### src/rtl/rtch_pkg.sv
package rtch_pkg;

  // ----------------------------------------------------------------
  // instruction byte fields
  // ----------------------------------------------------------------
  localparam int BIT_CMD    = 6;
  localparam int BIT_WRITE  = 5;
  localparam int BIT_VERIFY = 4;
  localparam int BIT_ACK    = 3;
  localparam int BIT_INC    = 2;

  // ----------------------------------------------------------------
  // reply status codes
  // ----------------------------------------------------------------
  localparam logic [7:0] STAT_OK      = 8'h00;
  localparam logic [7:0] STAT_GENERAL = 8'h01;
  localparam logic [7:0] STAT_UNUSED  = 8'h02;
  localparam logic [7:0] STAT_KEY     = 8'h03;
  localparam logic [7:0] STAT_CARGO   = 8'h06;
  localparam logic [7:0] STAT_VER_OVR = 8'h09;
  localparam logic [7:0] STAT_AUTH    = 8'h0a;
  localparam logic [7:0] STAT_RMW_LEN = 8'h0b;

  // ----------------------------------------------------------------
  // lengths and buffer sizing
  // ----------------------------------------------------------------
  localparam logic [23:0] RMW_LEN_2   = 24'h000002;
  localparam logic [23:0] RMW_LEN_4   = 24'h000004;
  localparam logic [23:0] RMW_LEN_8   = 24'h000008;
  localparam logic [23:0] RMW_LEN_BAD = 24'h000006;
  localparam logic [23:0] VER_MAX_LEN = 24'h000004;
  localparam logic [23:0] WORD_BYTES  = 24'h000004;
  localparam logic [31:0] ADDR_STEP   = 32'h00000004;
  localparam int          BUF_DEPTH   = 4;
  localparam int          PTR_W       = 2;
  localparam logic [2:0]  CNT_FULL    = 3'h4;
  localparam logic [2:0]  CNT_ONE     = 3'h1;

  // decoded command header plus first data word
  typedef struct packed {
    logic [7:0]  instr;
    logic [7:0]  key;
    logic [31:0] addr;
    logic [23:0] len;
    logic [31:0] data;
    logic [31:0] mask;
    logic        cargo_big;
  } rtch_cmd_type;

  // one pending reply
  typedef struct packed {
    logic [7:0]  instr;
    logic [7:0]  status;
    logic [31:0] addr;
    logic [23:0] len;
    logic [31:0] rdata;
  } rtch_reply_type;

  // bus request
  typedef struct packed {
    logic        write;
    logic [31:0] addr;
    logic [2:0]  size;
    logic [31:0] wdata;
  } rtch_bus_type;

endpackage

### src/rtl/rtch_target.sv
`timescale 1ns/100ps
module rtch_target
  import rtch_pkg::*;
(
  // clock and reset
  input  wire logic           mclk_i,
  input  wire logic           rst_n_i,
  // control
  input  wire logic           tgt_enable_i,
  input  wire logic           buf_disable_i,
  input  wire logic [7:0]     dest_key_i,
  // incoming command
  input  wire logic           cmd_valid_i,
  input  wire rtch_cmd_type   cmd_i,
  output logic                cmd_ready_o,
  output logic                dma_fwd_o,
  // bus master
  output logic                bus_req_o,
  output rtch_bus_type        bus_o,
  input  wire logic           bus_ack_i,
  input  wire logic           bus_err_i,
  input  wire logic [31:0]    bus_rdata_i,
  // reply stream
  output logic                rep_hdr_valid_o,
  output rtch_reply_type      rep_hdr_o,
  output logic                rep_data_valid_o,
  output logic [31:0]         rep_data_o,
  output logic                rep_last_o,
  output logic                rep_abort_o,
  input  wire logic           rep_ready_i
);

  // ----------------------------------------------------------------
  // state and storage
  // ----------------------------------------------------------------
  typedef enum logic [6:0] {
    ST_IDLE   = 7'b0000001,
    ST_RMW_RD = 7'b0000010,
    ST_BUS_WR = 7'b0000100,
    ST_TX_HDR = 7'b0001000,
    ST_TX_RD  = 7'b0010000,
    ST_TX_BT  = 7'b0100000,
    ST_SETTLE = 7'b1000000
  } rtch_state_type;

  rtch_state_type             state;
  rtch_cmd_type               cur;
  rtch_reply_type             ring [BUF_DEPTH];
  logic [PTR_W-1:0]           wr_ptr;
  logic [PTR_W-1:0]           rd_ptr;
  logic [2:0]                 count;
  logic                       enq;
  rtch_reply_type             enq_entry;
  logic                       deq;
  logic [23:0]                remain;
  logic [31:0]                old_data;
  logic [7:0]                 chk;
  logic                       ignore;
  logic                       has_space;
  logic                       is_rmw;

  // ----------------------------------------------------------------
  // command classification
  // ----------------------------------------------------------------
  function automatic logic align_bad(input logic [31:0] a, input logic [23:0] n);
    logic r;
    r = 1'b0;
    case (n)
      24'h000001: r = 1'b0;
      24'h000002: r = a[0];
      24'h000004: r = |a[1:0];
      default:    r = 1'b1; // 3 bytes never allowed
    endcase
    return r;
  endfunction

  // status found at decode; bus errors and cargo size come later
  always_comb
  begin
    logic w, v, a, i;
    w      = cmd_i.instr[BIT_WRITE];
    v      = cmd_i.instr[BIT_VERIFY];
    a      = cmd_i.instr[BIT_ACK];
    i      = cmd_i.instr[BIT_INC];
    chk    = STAT_OK;
    ignore = 1'b0;
    is_rmw = !w && v && a && i;
    if (!w && v && !(a && i))
    begin
      chk    = STAT_UNUSED;
      ignore = !a;
    end
    else if (cmd_i.key != dest_key_i)
      chk = STAT_KEY;
    else if (is_rmw)
    begin
      if (cmd_i.len == RMW_LEN_BAD || !(cmd_i.len == RMW_LEN_2 ||
          cmd_i.len == RMW_LEN_4 || cmd_i.len == RMW_LEN_8))
        chk = STAT_RMW_LEN;
      else if (align_bad(cmd_i.addr, cmd_i.len >> 1))
        chk = STAT_AUTH;
    end
    else if (w && v)
    begin
      if (cmd_i.len > VER_MAX_LEN)
        chk = STAT_VER_OVR;
      else if (align_bad(cmd_i.addr, cmd_i.len))
        chk = STAT_AUTH;
    end
    else if (!i && (|cmd_i.addr[1:0] || |cmd_i.len[1:0]))
      chk = STAT_AUTH;
  end

  // only one entry counts as room when the buffer is disabled
  assign has_space = buf_disable_i ? (count == 3'h0) : (count != CNT_FULL);

  // ----------------------------------------------------------------
  // reply ring
  // ----------------------------------------------------------------
  always_ff @(posedge mclk_i or negedge rst_n_i)
  begin
    if (!rst_n_i)
    begin
      wr_ptr <= '0;
      rd_ptr <= '0;
      count  <= 3'h0;
    end
    else
    begin
      if (enq)
        wr_ptr <= wr_ptr + 1'b1;
      if (deq)
        rd_ptr <= rd_ptr + 1'b1;
      count <= count + {2'h0, enq} - {2'h0, deq};
    end
  end

  // entry storage, no reset needed
  always_ff @(posedge mclk_i)
  begin
    if (enq)
      ring[wr_ptr] <= enq_entry;
  end

  // ----------------------------------------------------------------
  // sequencer: execution and reply transmission
  // ----------------------------------------------------------------
  always_ff @(posedge mclk_i or negedge rst_n_i)
  begin
    if (!rst_n_i)
    begin
      state            <= ST_IDLE;
      cur              <= '0;
      enq              <= 1'b0;
      enq_entry        <= '0;
      deq              <= 1'b0;
      remain           <= 24'h0;
      old_data         <= 32'h0;
      cmd_ready_o      <= 1'b0;
      dma_fwd_o        <= 1'b0;
      bus_req_o        <= 1'b0;
      bus_o            <= '0;
      rep_hdr_valid_o  <= 1'b0;
      rep_hdr_o        <= '0;
      rep_data_valid_o <= 1'b0;
      rep_data_o       <= 32'h0;
      rep_last_o       <= 1'b0;
      rep_abort_o      <= 1'b0;
    end
    else
    begin
      cmd_ready_o <= 1'b0;
      dma_fwd_o   <= 1'b0;
      enq         <= 1'b0;
      deq         <= 1'b0;
      rep_abort_o <= 1'b0;
      case (state)
        ST_IDLE:
        begin
          if (count != 3'h0 && (!cmd_valid_i || !has_space || !tgt_enable_i))
          begin
            rep_hdr_o       <= ring[rd_ptr];
            rep_hdr_valid_o <= 1'b1;
            state           <= ST_TX_HDR;
          end
          else if (cmd_valid_i && (!tgt_enable_i || !cmd_i.instr[BIT_CMD]))
          begin
            cmd_ready_o <= 1'b1; // whole packet to DMA
            dma_fwd_o   <= 1'b1;
            state       <= ST_SETTLE;
          end
          else if (cmd_valid_i && has_space)
          begin
            cmd_ready_o     <= 1'b1;
            cur             <= cmd_i;
            enq_entry.instr <= cmd_i.instr;
            enq_entry.status<= chk;
            enq_entry.addr  <= cmd_i.addr;
            enq_entry.len   <= cmd_i.len;
            enq_entry.rdata <= 32'h0;
            bus_o.addr      <= cmd_i.addr;
            bus_o.wdata     <= cmd_i.data;
            state           <= ST_SETTLE;
            if (ignore)
              state <= ST_SETTLE; // nothing done
            else if (chk != STAT_OK)
              enq <= cmd_i.instr[BIT_ACK]; // no execution
            else if (is_rmw)
            begin
              bus_req_o   <= 1'b1; // one read then one write
              bus_o.write <= 1'b0;
              bus_o.size  <= cmd_i.len[3:1];
              state       <= ST_RMW_RD;
            end
            else if (cmd_i.instr[BIT_WRITE])
            begin
              bus_req_o   <= 1'b1;
              bus_o.write <= 1'b1;
              bus_o.size  <= (cmd_i.len > VER_MAX_LEN) ? 3'h4 : cmd_i.len[2:0];
              state       <= ST_BUS_WR;
            end
            else
              enq <= cmd_i.instr[BIT_ACK]; // read queued, data later
          end
        end
        ST_RMW_RD:
        begin
          if (bus_ack_i)
          begin
            old_data <= bus_rdata_i;
            if (bus_err_i)
            begin
              bus_req_o        <= 1'b0;
              enq_entry.status <= STAT_GENERAL;
              enq              <= 1'b1;
              state            <= ST_SETTLE;
            end
            else
            begin
              bus_o.write <= 1'b1;
              bus_o.wdata <= (cur.data & cur.mask) | (bus_rdata_i & ~cur.mask);
              state       <= ST_BUS_WR;
            end
          end
        end
        ST_BUS_WR:
        begin
          if (bus_ack_i)
          begin
            bus_req_o       <= 1'b0;
            enq_entry.rdata <= old_data;
            if (bus_err_i)
              enq_entry.status <= STAT_GENERAL;
            else if (is_rmw_cur(cur.instr) && cur.cargo_big)
              enq_entry.status <= STAT_CARGO; // after the access
            enq   <= cur.instr[BIT_ACK];
            state <= ST_SETTLE;
          end
        end
        ST_TX_HDR:
        begin
          if (rep_ready_i)
          begin
            rep_hdr_valid_o <= 1'b0;
            remain          <= rep_hdr_o.len;
            bus_o.write     <= 1'b0;
            bus_o.addr      <= {rep_hdr_o.addr[31:2], 2'b00};
            bus_o.size      <= 3'h4;
            if (rep_hdr_o.status != STAT_OK || rep_hdr_o.instr[BIT_WRITE] ||
                rep_hdr_o.len == 24'h0)
            begin
              deq   <= 1'b1; // header only
              state <= ST_SETTLE;
            end
            else if (is_rmw_cur(rep_hdr_o.instr))
            begin
              rep_data_o       <= rep_hdr_o.rdata;
              rep_data_valid_o <= 1'b1;
              rep_last_o       <= 1'b1;
              remain           <= 24'h0;
              state            <= ST_TX_BT;
            end
            else
            begin
              bus_req_o <= 1'b1; // fetched on the fly
              state     <= ST_TX_RD;
            end
          end
        end
        ST_TX_RD:
        begin
          if (bus_ack_i)
          begin
            bus_req_o <= 1'b0;
            if (bus_err_i)
            begin
              rep_abort_o <= 1'b1; // truncated reply
              deq         <= 1'b1;
              state       <= ST_SETTLE;
            end
            else
            begin
              rep_data_o       <= bus_rdata_i;
              rep_data_valid_o <= 1'b1;
              rep_last_o       <= remain <= WORD_BYTES;
              remain           <= (remain <= WORD_BYTES) ? 24'h0 : remain - WORD_BYTES;
              if (rep_hdr_o.instr[BIT_INC])
                bus_o.addr <= bus_o.addr + ADDR_STEP;
              state <= ST_TX_BT;
            end
          end
        end
        ST_TX_BT:
        begin
          if (rep_ready_i)
          begin
            rep_data_valid_o <= 1'b0;
            rep_last_o       <= 1'b0;
            if (remain == 24'h0)
            begin
              deq   <= 1'b1;
              state <= ST_SETTLE;
            end
            else
            begin
              bus_req_o <= 1'b1;
              state     <= ST_TX_RD;
            end
          end
        end
        ST_SETTLE:
          state <= ST_IDLE; // lets the ring count catch up
        default:
          state <= ST_IDLE;
      endcase
    end
  end

  // read-modify-write code test on a stored instruction
  function automatic logic is_rmw_cur(input logic [7:0] ins);
    return !ins[BIT_WRITE] && ins[BIT_VERIFY] && ins[BIT_ACK] && ins[BIT_INC];
  endfunction

endmodule

### config.mk
export PLATFORM = sky130hd
export DESIGN_NAME = rtch_target
export DESIGN_NICKNAME = d
export VERILOG_FILES = /design/src/rtl/rtch_pkg.sv /design/src/rtl/rtch_target.sv
export SDC_FILE = /design/constraint.sdc
export NUM_CORES = 1
export LEC_CHECK = 0
export BUFFER_PORTS_ARGS = -buffer_cell sky130_fd_sc_hd__clkbuf_2
export CAP_MARGIN = 40
export CORE_MARGIN = 2
export CORE_UTILIZATION = 53
export DETAILED_ROUTE_END_ITERATION = 10
export GPL_ROUTABILITY_DRIVEN = 0
export PLACE_DENSITY = 0.77
export SYNTH_ARGS = -nofsm -noshare
export SYNTH_HDL_FRONTEND = slang
export SYNTH_SLANG_ARGS = --single-unit
export TNS_END_PERCENT = 50
### constraint.sdc
create_clock -name mclk_i -period 3.4 [get_ports mclk_i]
set_input_delay 0.68 -clock mclk_i [delete_from_list [all_inputs] [get_ports mclk_i]]
set_output_delay 0.68 -clock mclk_i [all_outputs]
set_load 0.1 [all_outputs]
==> results of run 1 <==
==> placed cells by master (no fill, tap or decap), types with 17 or more instances in the layout <==
cell | Yosys | layout
nand2_1 | 603 | 602
mux2i_1 | 32 | 32
dfrtp_1 | 443 | 441
nand3_1 | 32 | 30
inv_1 | 25 | 25
buf_12 | 0 | 17
edfxtp_1 | 400 | 400
clkbuf_16 | 0 | 86
mux4_2 | 100 | 100
a31oi_1 | 42 | 42
buf_4 | 5 | 45
nor2_1 | 124 | 121
clkbuf_2 | 1 | 390
o21ai_0 | 146 | 146
a21oi_1 | 82 | 81
nor4_1 | 26 | 26
nor3_1 | 25 | 25
mux2_2 | 133 | 133
and3_1 | 18 | 17
==> Yosys cell counts (all sizes together) (8+ instances only) <==
cell type	instances	area share (%)
mux2i	32	0.93
inv	25	0.27
o22ai	9	0.16
o21ai	150	2.2
nand4	9	0.21
nor4	26	0.47
nand2	603	6.6
a221oi	11	0.30
a21oi	82	1.2
buf	38	0.55
nor2b	8	0.15
mux4	100	6.5
and3	18	0.33
a22o	15	0.38
mux2	133	4.3
ha	9	0.33
a22oi	17	0.38
nor3	26	0.41
nor2	124	1.3
or4	8	0.21
dfrtp	443	32
clkbuf	114	1.2
nand3	32	0.46
xor2	11	0.28
edfxtp	400	35
and2	10	0.18
a31oi	42	0.76
==> flip-flops by register name (all words and copies together) (netlist names), 24 cells and up <==
| name | count |
|---|---|
| bus_o | 68 |
| cur | 65 |
| enq_entry | 100 |
| old_data | 32 |
| remain | 24 |
| rep_data_o | 32 |
| rep_hdr_o | 100 |
| ring | 400 |
==> cell type report <==
class / count / area [um^2]
Timing Repair Buffer: 454 / 2673
Antenna cell: 6 / 15.01
Sequential cell: 844 / 23130
Clock inverter: 51 / 615.6
Multi-Input combinational cell: 1595 / 10760
Fill cell: 4714 / 23800
Clock buffer: 107 / 2311
Inverter: 25 / 93.84
Tap cell: 855 / 1070
==> worst max-delay path, cell delays in order (launching register included) <==
cell     delay, ns
dfrtp_1       0.46
nor2_1        0.43
and3_1        0.50
nor2_2        0.22
a221o_1       0.51
buf_12        0.21
o21ai_0       0.20
o21ai_0       0.11
==> kinds of logic after synthesis <==
| family | Yosys count | share of synthesized area [%] |
|---|---|---|
| AO/OA/AOI/OAI | 402 | 7.238 |
| flip-flops | 844 | 67.02 |
| multiplexers | 265 | 11.80 |
| AND/OR/NAND/NOR | 900 | 11.14 |
| buffers and inverters | 177 | 2.063 |
| XOR/XNOR | 14 | 0.3554 |
| other | 1 | 0.01087 |
| adder cells (fa/ha/maj) | 10 | 0.3844 |
==> layer usage <==
| metal | part of all wire [%] | vias up | routed length (um) | track usage, % |
|---|---|---|---|---|
| li1 | - | 10310 | - | - |
| met5 | 0.053 | - | 49 | 0 |
| met4 | 3.4 | 8 | 3142 | 10.57 |
| met2 | 49 | 1217 | 44660 | 45.12 |
| met3 | 8.5 | 242 | 7827 | 5.175 |
| met1 | 39 | 11950 | 35970 | 36.60 |
==> through the flow <==
step	util (%)	power, mW	setup WS, ns	hold WS [ns]	instance area, um^2
final	63.08	45.07	0.6271	0.008537	40670
after global routing	63.08	46.85	0.5166	0.03736	40660
after CTS	63.06	45.17	0.7259	0.02040	40650
after detailed placement	58.52	35.36	0.3311	0.4626	37720
after global placement	58.48	34.71	0.3407	0.4561	37700
after floorplan	-	30.73	-0.001505	0.3844	34520
==> power breakdown <==
part	internal (mW)	switching, mW
Sequential	13.8	2.71
Combinational	4.80	14.0
Clock	5.77	3.98
Total	24.4	20.7
==> path summary, 6_finish.rpt <==
check | start | cells past startpoint | endpoint
setup / recovery | state[2] | 7 | bus_o[44]
hold / removal | rst_n_i | 1 | remain[9]
setup reg to reg | state[2] | 7 | bus_o[44]
hold reg to reg | cur[56] | 2 | cur[56]
max in group asynchronous | rst_n_i | 2 | old_data[3]
min in group mclk_i | cmd_i[30] | 3 | cur[30]
==> impl_metrics.toml, run 1 <==
[outcome]
status = "finished clean"

[route]
firstDrtPassIters = 6
drc = 0
via_count = 23730
wl_per_cell_um = 23.28
vias_per_cell = 6.027
wirelength_um = 91650
drt_iter0_markers = 2238
ant_nets = 0

[clock_tree]
cts-buffers-inserted = 84
cts_sinks = 844
cts-resized-gates = 0
clock_tree.root_cell = "clkbuf_16"
h-tree-depth = 3
hold_buffers = 0
insertion_delay_ns = 0.63
cts_buffer_depth = 3
post_cts_buffers = 0
cts_tree = "yes"
clk_pin_slew_worst_paths_ns = 0.07

[floorplanning]
start_util_pct = 53.52
die_x_um = 259.2
placementRows = 93
die_area_mm2 = 0.06716
pin_count = 396
die_height_um = 259.2
core-area_mm2 = 0.06446

[synth]
synth-edff-count = 400
postSynthAreaPerCell_um2 = 13.20
synth_area_mm2 = 0.03450
yosys_warnings = 0
synth_seq_cells = 844
synthesis.instances = 2613
synth_cell_types = 83
synth-seq-area-share_pct = 67.02
synthArstFlopShare_pct = 52.61
synth_ff_type = "dfrtp_1"

[worst_setup_path]
r2r_slack_ns = 0.63
required_ns = 3.91
worstPathArrival_ns = 3.28
startpoint_type = "flip-flop"
criticalPathCategory = "reg2reg"
end_kind = "flip-flop"
worstPathMaxFanout = 41

[power]
p_leak_nw = 16.92
vdd_ir_drop_max_mv = 1.111
power_density_mw_per_mm2 = 1108

[sta]
setup_tns_ns = 0
fin_skew_ns = 0.01729
setup_viol = 0
rsz0062_at_grt = "no"
period_share_pct = 81.55
hold_viol_final = 0
worstMarginPinSlew_ns = 0.8644
clock.fmax_mhz = 360.6
post-route-min-period_ns = 2.773
relSlewSlack_pct = 41.88
slew_violations = 0

[final_layout]
final_cells = 3937
area_growth_pct = 17.86
nets = 3199
drive_gt1_share_pct = 28.09

[global_routing]
grt_max_degree = 98
grt_overflow = 0
track_usage_pct = 27.44
antenna_found_initial = 10
grt_pass1_wl_um = 140500
grt_pass1_vias = 24330

[placement]
port_buffers = 391
place_hpwl_um = 59690
placed_cells_incl_taps = 3773

[flow_run]
max_cap_violations = 0

[hold_path]
hp-class = "in2async"
Note: power is estimated with default switching activity, not from simulation.
==> run 2, diff against run 1 <==
--- a/config.mk
+++ b/config.mk
@@ -5,6 +5,7 @@
 export SDC_FILE = /design/constraint.sdc
 export NUM_CORES = 1
 export LEC_CHECK = 0
+export ABC_AREA = 1
 export BUFFER_PORTS_ARGS = -buffer_cell sky130_fd_sc_hd__clkbuf_2
 export CAP_MARGIN = 40
 export CORE_MARGIN = 2
==> constraint.sdc (replaced) <==
create_clock -name mclk_i -period 2.3 [get_ports mclk_i]
set_input_delay 0.46 -clock mclk_i [delete_from_list [all_inputs] [get_ports mclk_i]]
set_output_delay 0.46 -clock mclk_i [all_outputs]
set_load 0.1 [all_outputs]
==> run 2 against run 1 <==
Net effect: register-to-register slack worse by 0.60 ns; sequential cell count unchanged; clock-buffer cell count up 10; synthesized cell count up 24%; non-clock buffer count up 75; setup slack worse by 0.60 ns; via count up 12%; routed wire length up 3.8%; critical path depth up 6; sequential share of layout area down 2.3 points; final cell count up 18%; first-iteration DRC count up 30%; highest routed layer unchanged.
==> impl_metrics.toml, run 2 <==
[floorplanning]
die_height_um = 262.1
start_util_pct = 53.58
die_area_mm2 = 0.06867
die_x_um = 262.1
core-area_mm2 = 0.06586
pin_count = 396
placementRows = 94

[sta]
period_share_pct = 98.66
hold_viol_final = 0
fin_ws_ns = 0.03075
setup_viol = 0
worstMarginPinSlew_ns = 0.7106
clock.fmax_mhz = 440.7
rsz0062_at_grt = "yes"
slew_violations = 0
fin_skew_ns = 0.03949
relSlewSlack_pct = 52.83
post-route-min-period_ns = 2.269

[final_layout]
regMostFlops = "ring"
area_growth_pct = 20.09
fillers = 4903
drive_gt1_share_pct = 22.91
fin_util_pct = 64.35
final_cell_mix = "o21ai_0 (537), nand2_1 (473), dfrtp_1 (437)"
largest_reg_flops = 400
reg_top3 = "ring (400), enq_entry (100), rep_hdr_o (100)"
nets = 3894
final_common_cell = "o21ai_0"

[synth]
synthArstFlopShare_pct = 52.61
postSynthAreaPerCell_um2 = 10.85
yosys.area_share.xor_xnor_pct = 0.6452
synth_cell_types = 54
yosysTopAreaCellShare_pct = 34.03
synth-seq-area-share_pct = 65.52
yosys.area_share.simple_pct = 11.94
synth_top_family_by_area = "simple AND/OR/NAND/NOR gates"
yosys-top-cells-count = "o21ai_0 (537), nand2_1 (484), dfrtp_1 (443), edfxtp_1 (400), nor2_1 (328)"
synth_seq_cells = 844
synth-edff-count = 400
yosys-mux-area-fraction_pct = 5.041
synth_ff_type = "dfrtp_1"
synth_fa_ha_area_share_pct = 0.3758
synth_compound_area_share_pct = 11.54
synthesis.instances = 3253
synth_area_leaders = "edfxtp_1 (34%), dfrtp_1 (31%), o21ai_0 (7.6%)"
synth_area_mm2 = 0.03529
yosys_warnings = 0
synth_most_common_cell = "o21ai_0"
yosys.area.top_type = "edfxtp_1"

[route]
ant_nets = 0
wirelength_met1_um = 38410
drc = 0
routed.top_layer = "met5"
via_count = 26660
wl_per_cell_um = 20.51
vias_per_cell = 5.745
wl_met2_um = 45250
drt_iter0_markers = 2918
firstDrtPassIters = 6
wl_met3_um = 8554
wirelength_um = 95170

[global_routing]
antenna_found_initial = 5
track_usage_pct = 27.18
grt_max_degree = 119
grt_pass1_vias = 25760
grt_pass1_wl_um = 143400
grt_overflow = 0

[worst_setup_path]
criticalPathCategory = "reg2reg"
cpMaxStageDelayCell = "dfrtp_1"
end_kind = "flip-flop"
path_cells = "nor2_2 -> nand2_1 -> inv_2 -> nand4_4 -> nor2_4 -> inv_2 -> nand2_2 -> nor2_4 -> nand2_4 -> buf_12 -> buf_12 -> buf_16 -> mux2_1"
startpoint_type = "flip-flop"
worstPathArrival_ns = 2.80
worstPathMaxFanout = 16
required_ns = 2.83
cpPeakStageDelay_ns = 0.40

[clock_tree]
cts_buffer_depth = 3
cts-buffers-inserted = 85
h-tree-depth = 3
insertion_delay_ns = 0.65
cts_tree = "yes"
clock_tree.root_cell = "clkbuf_16"
cts_sinks = 844
clk_pin_slew_worst_paths_ns = 0.06

[placement]
place_hpwl_um = 60500
port_buffers = 391
dp_slack_ns = -0.04111

[outcome]
status = "finished clean"

[flow_run]
max_cap_violations = 0

[hold_path]
hp-class = "in2reg"
## run 2: timing repair
action                     CTS  global route
resized for setup            4            24
buffers inserted             0            10
setup endpoints to repair    2           157
hold endpoints to repair    31             0
pin swaps                    0             3
cloned                       1             4
hold buffers                 1             0
## run 2: metal layers
metal,global-route usage [%],up-vias
li1,-,12110
met3,5.006,195
met5,0,-
met1,36.99,13020
met2,43.70,1334
met4,10.64,2
## run 2: worst paths after layout
check                            endpoint           from  cells past startpoint  slack (ns)
max in group asynchronous       bus_o[40]        rst_n_i                      3        1.17
setup reg to reg           rep_hdr_o[100]       state[5]                     13        0.03
hold reg to reg               ring[2][74]  enq_entry[74]                      0        0.48
hold / removal                    cur[31]      cmd_i[31]                      2        0.05
setup / recovery           rep_hdr_o[100]       state[5]                     13        0.03
min in group asynchronous         cur[32]        rst_n_i                      2        0.29
## run 2: kinds of logic (layout without fill, tap and decap cells)
| family | Yosys count | in the layout |
|---|---|---|
| buf+inv | 437 | 953 |
| other cells | 1 | 9 |
| compound gates | 764 | 764 |
| simple gates | 1019 | 1019 |
| fa+ha+maj | 10 | 10 |
| xor+xnor | 26 | 26 |
| mux | 152 | 152 |
| flops | 844 | 844 |
## run 2: critical path: cells and delay by family, from the launching register on
kind / cells / cell delay (ns)
simple gates: 7 / 0.81
mux: 1 / 0.34
buf+inv: 5 / 0.59
flops: 1 / 0.40
## run 2: per-stage QoR
step           instance area, um^2  hold WS (ns)  setup TNS [ns]  std cells
2_1_floorplan                35340        0.1644          -96.95       3256
3_3_place_gp                 39100        0.3799        -0.01154       4460
3_5_place_dp                 39100        0.3699         -0.2758       4460
4_1_cts                      42050       0.02148       -0.007167       4622
5_1_grt                      42380       0.03441          -1.523       4639
6_report                     42380       0.04594               0       4641
## run 2: layout make-up
type                       instances  area [um^2]  area share, %
antenna                            5        12.51        0.02952
clock buffer                     117         2379          5.612
clock inverter                    43        519.2          1.225
inverter                         264         1016          2.397
multi-input combinational       1975        10560          24.91
sequential                       844        23140          54.59
tap                              864         1081          2.551
timing repair buffer             529         3681          8.685
Power of run 2 is left out: the tool's default activity adds up to more than one toggle a clock period on the data nets, which glitch-free logic cannot reach.
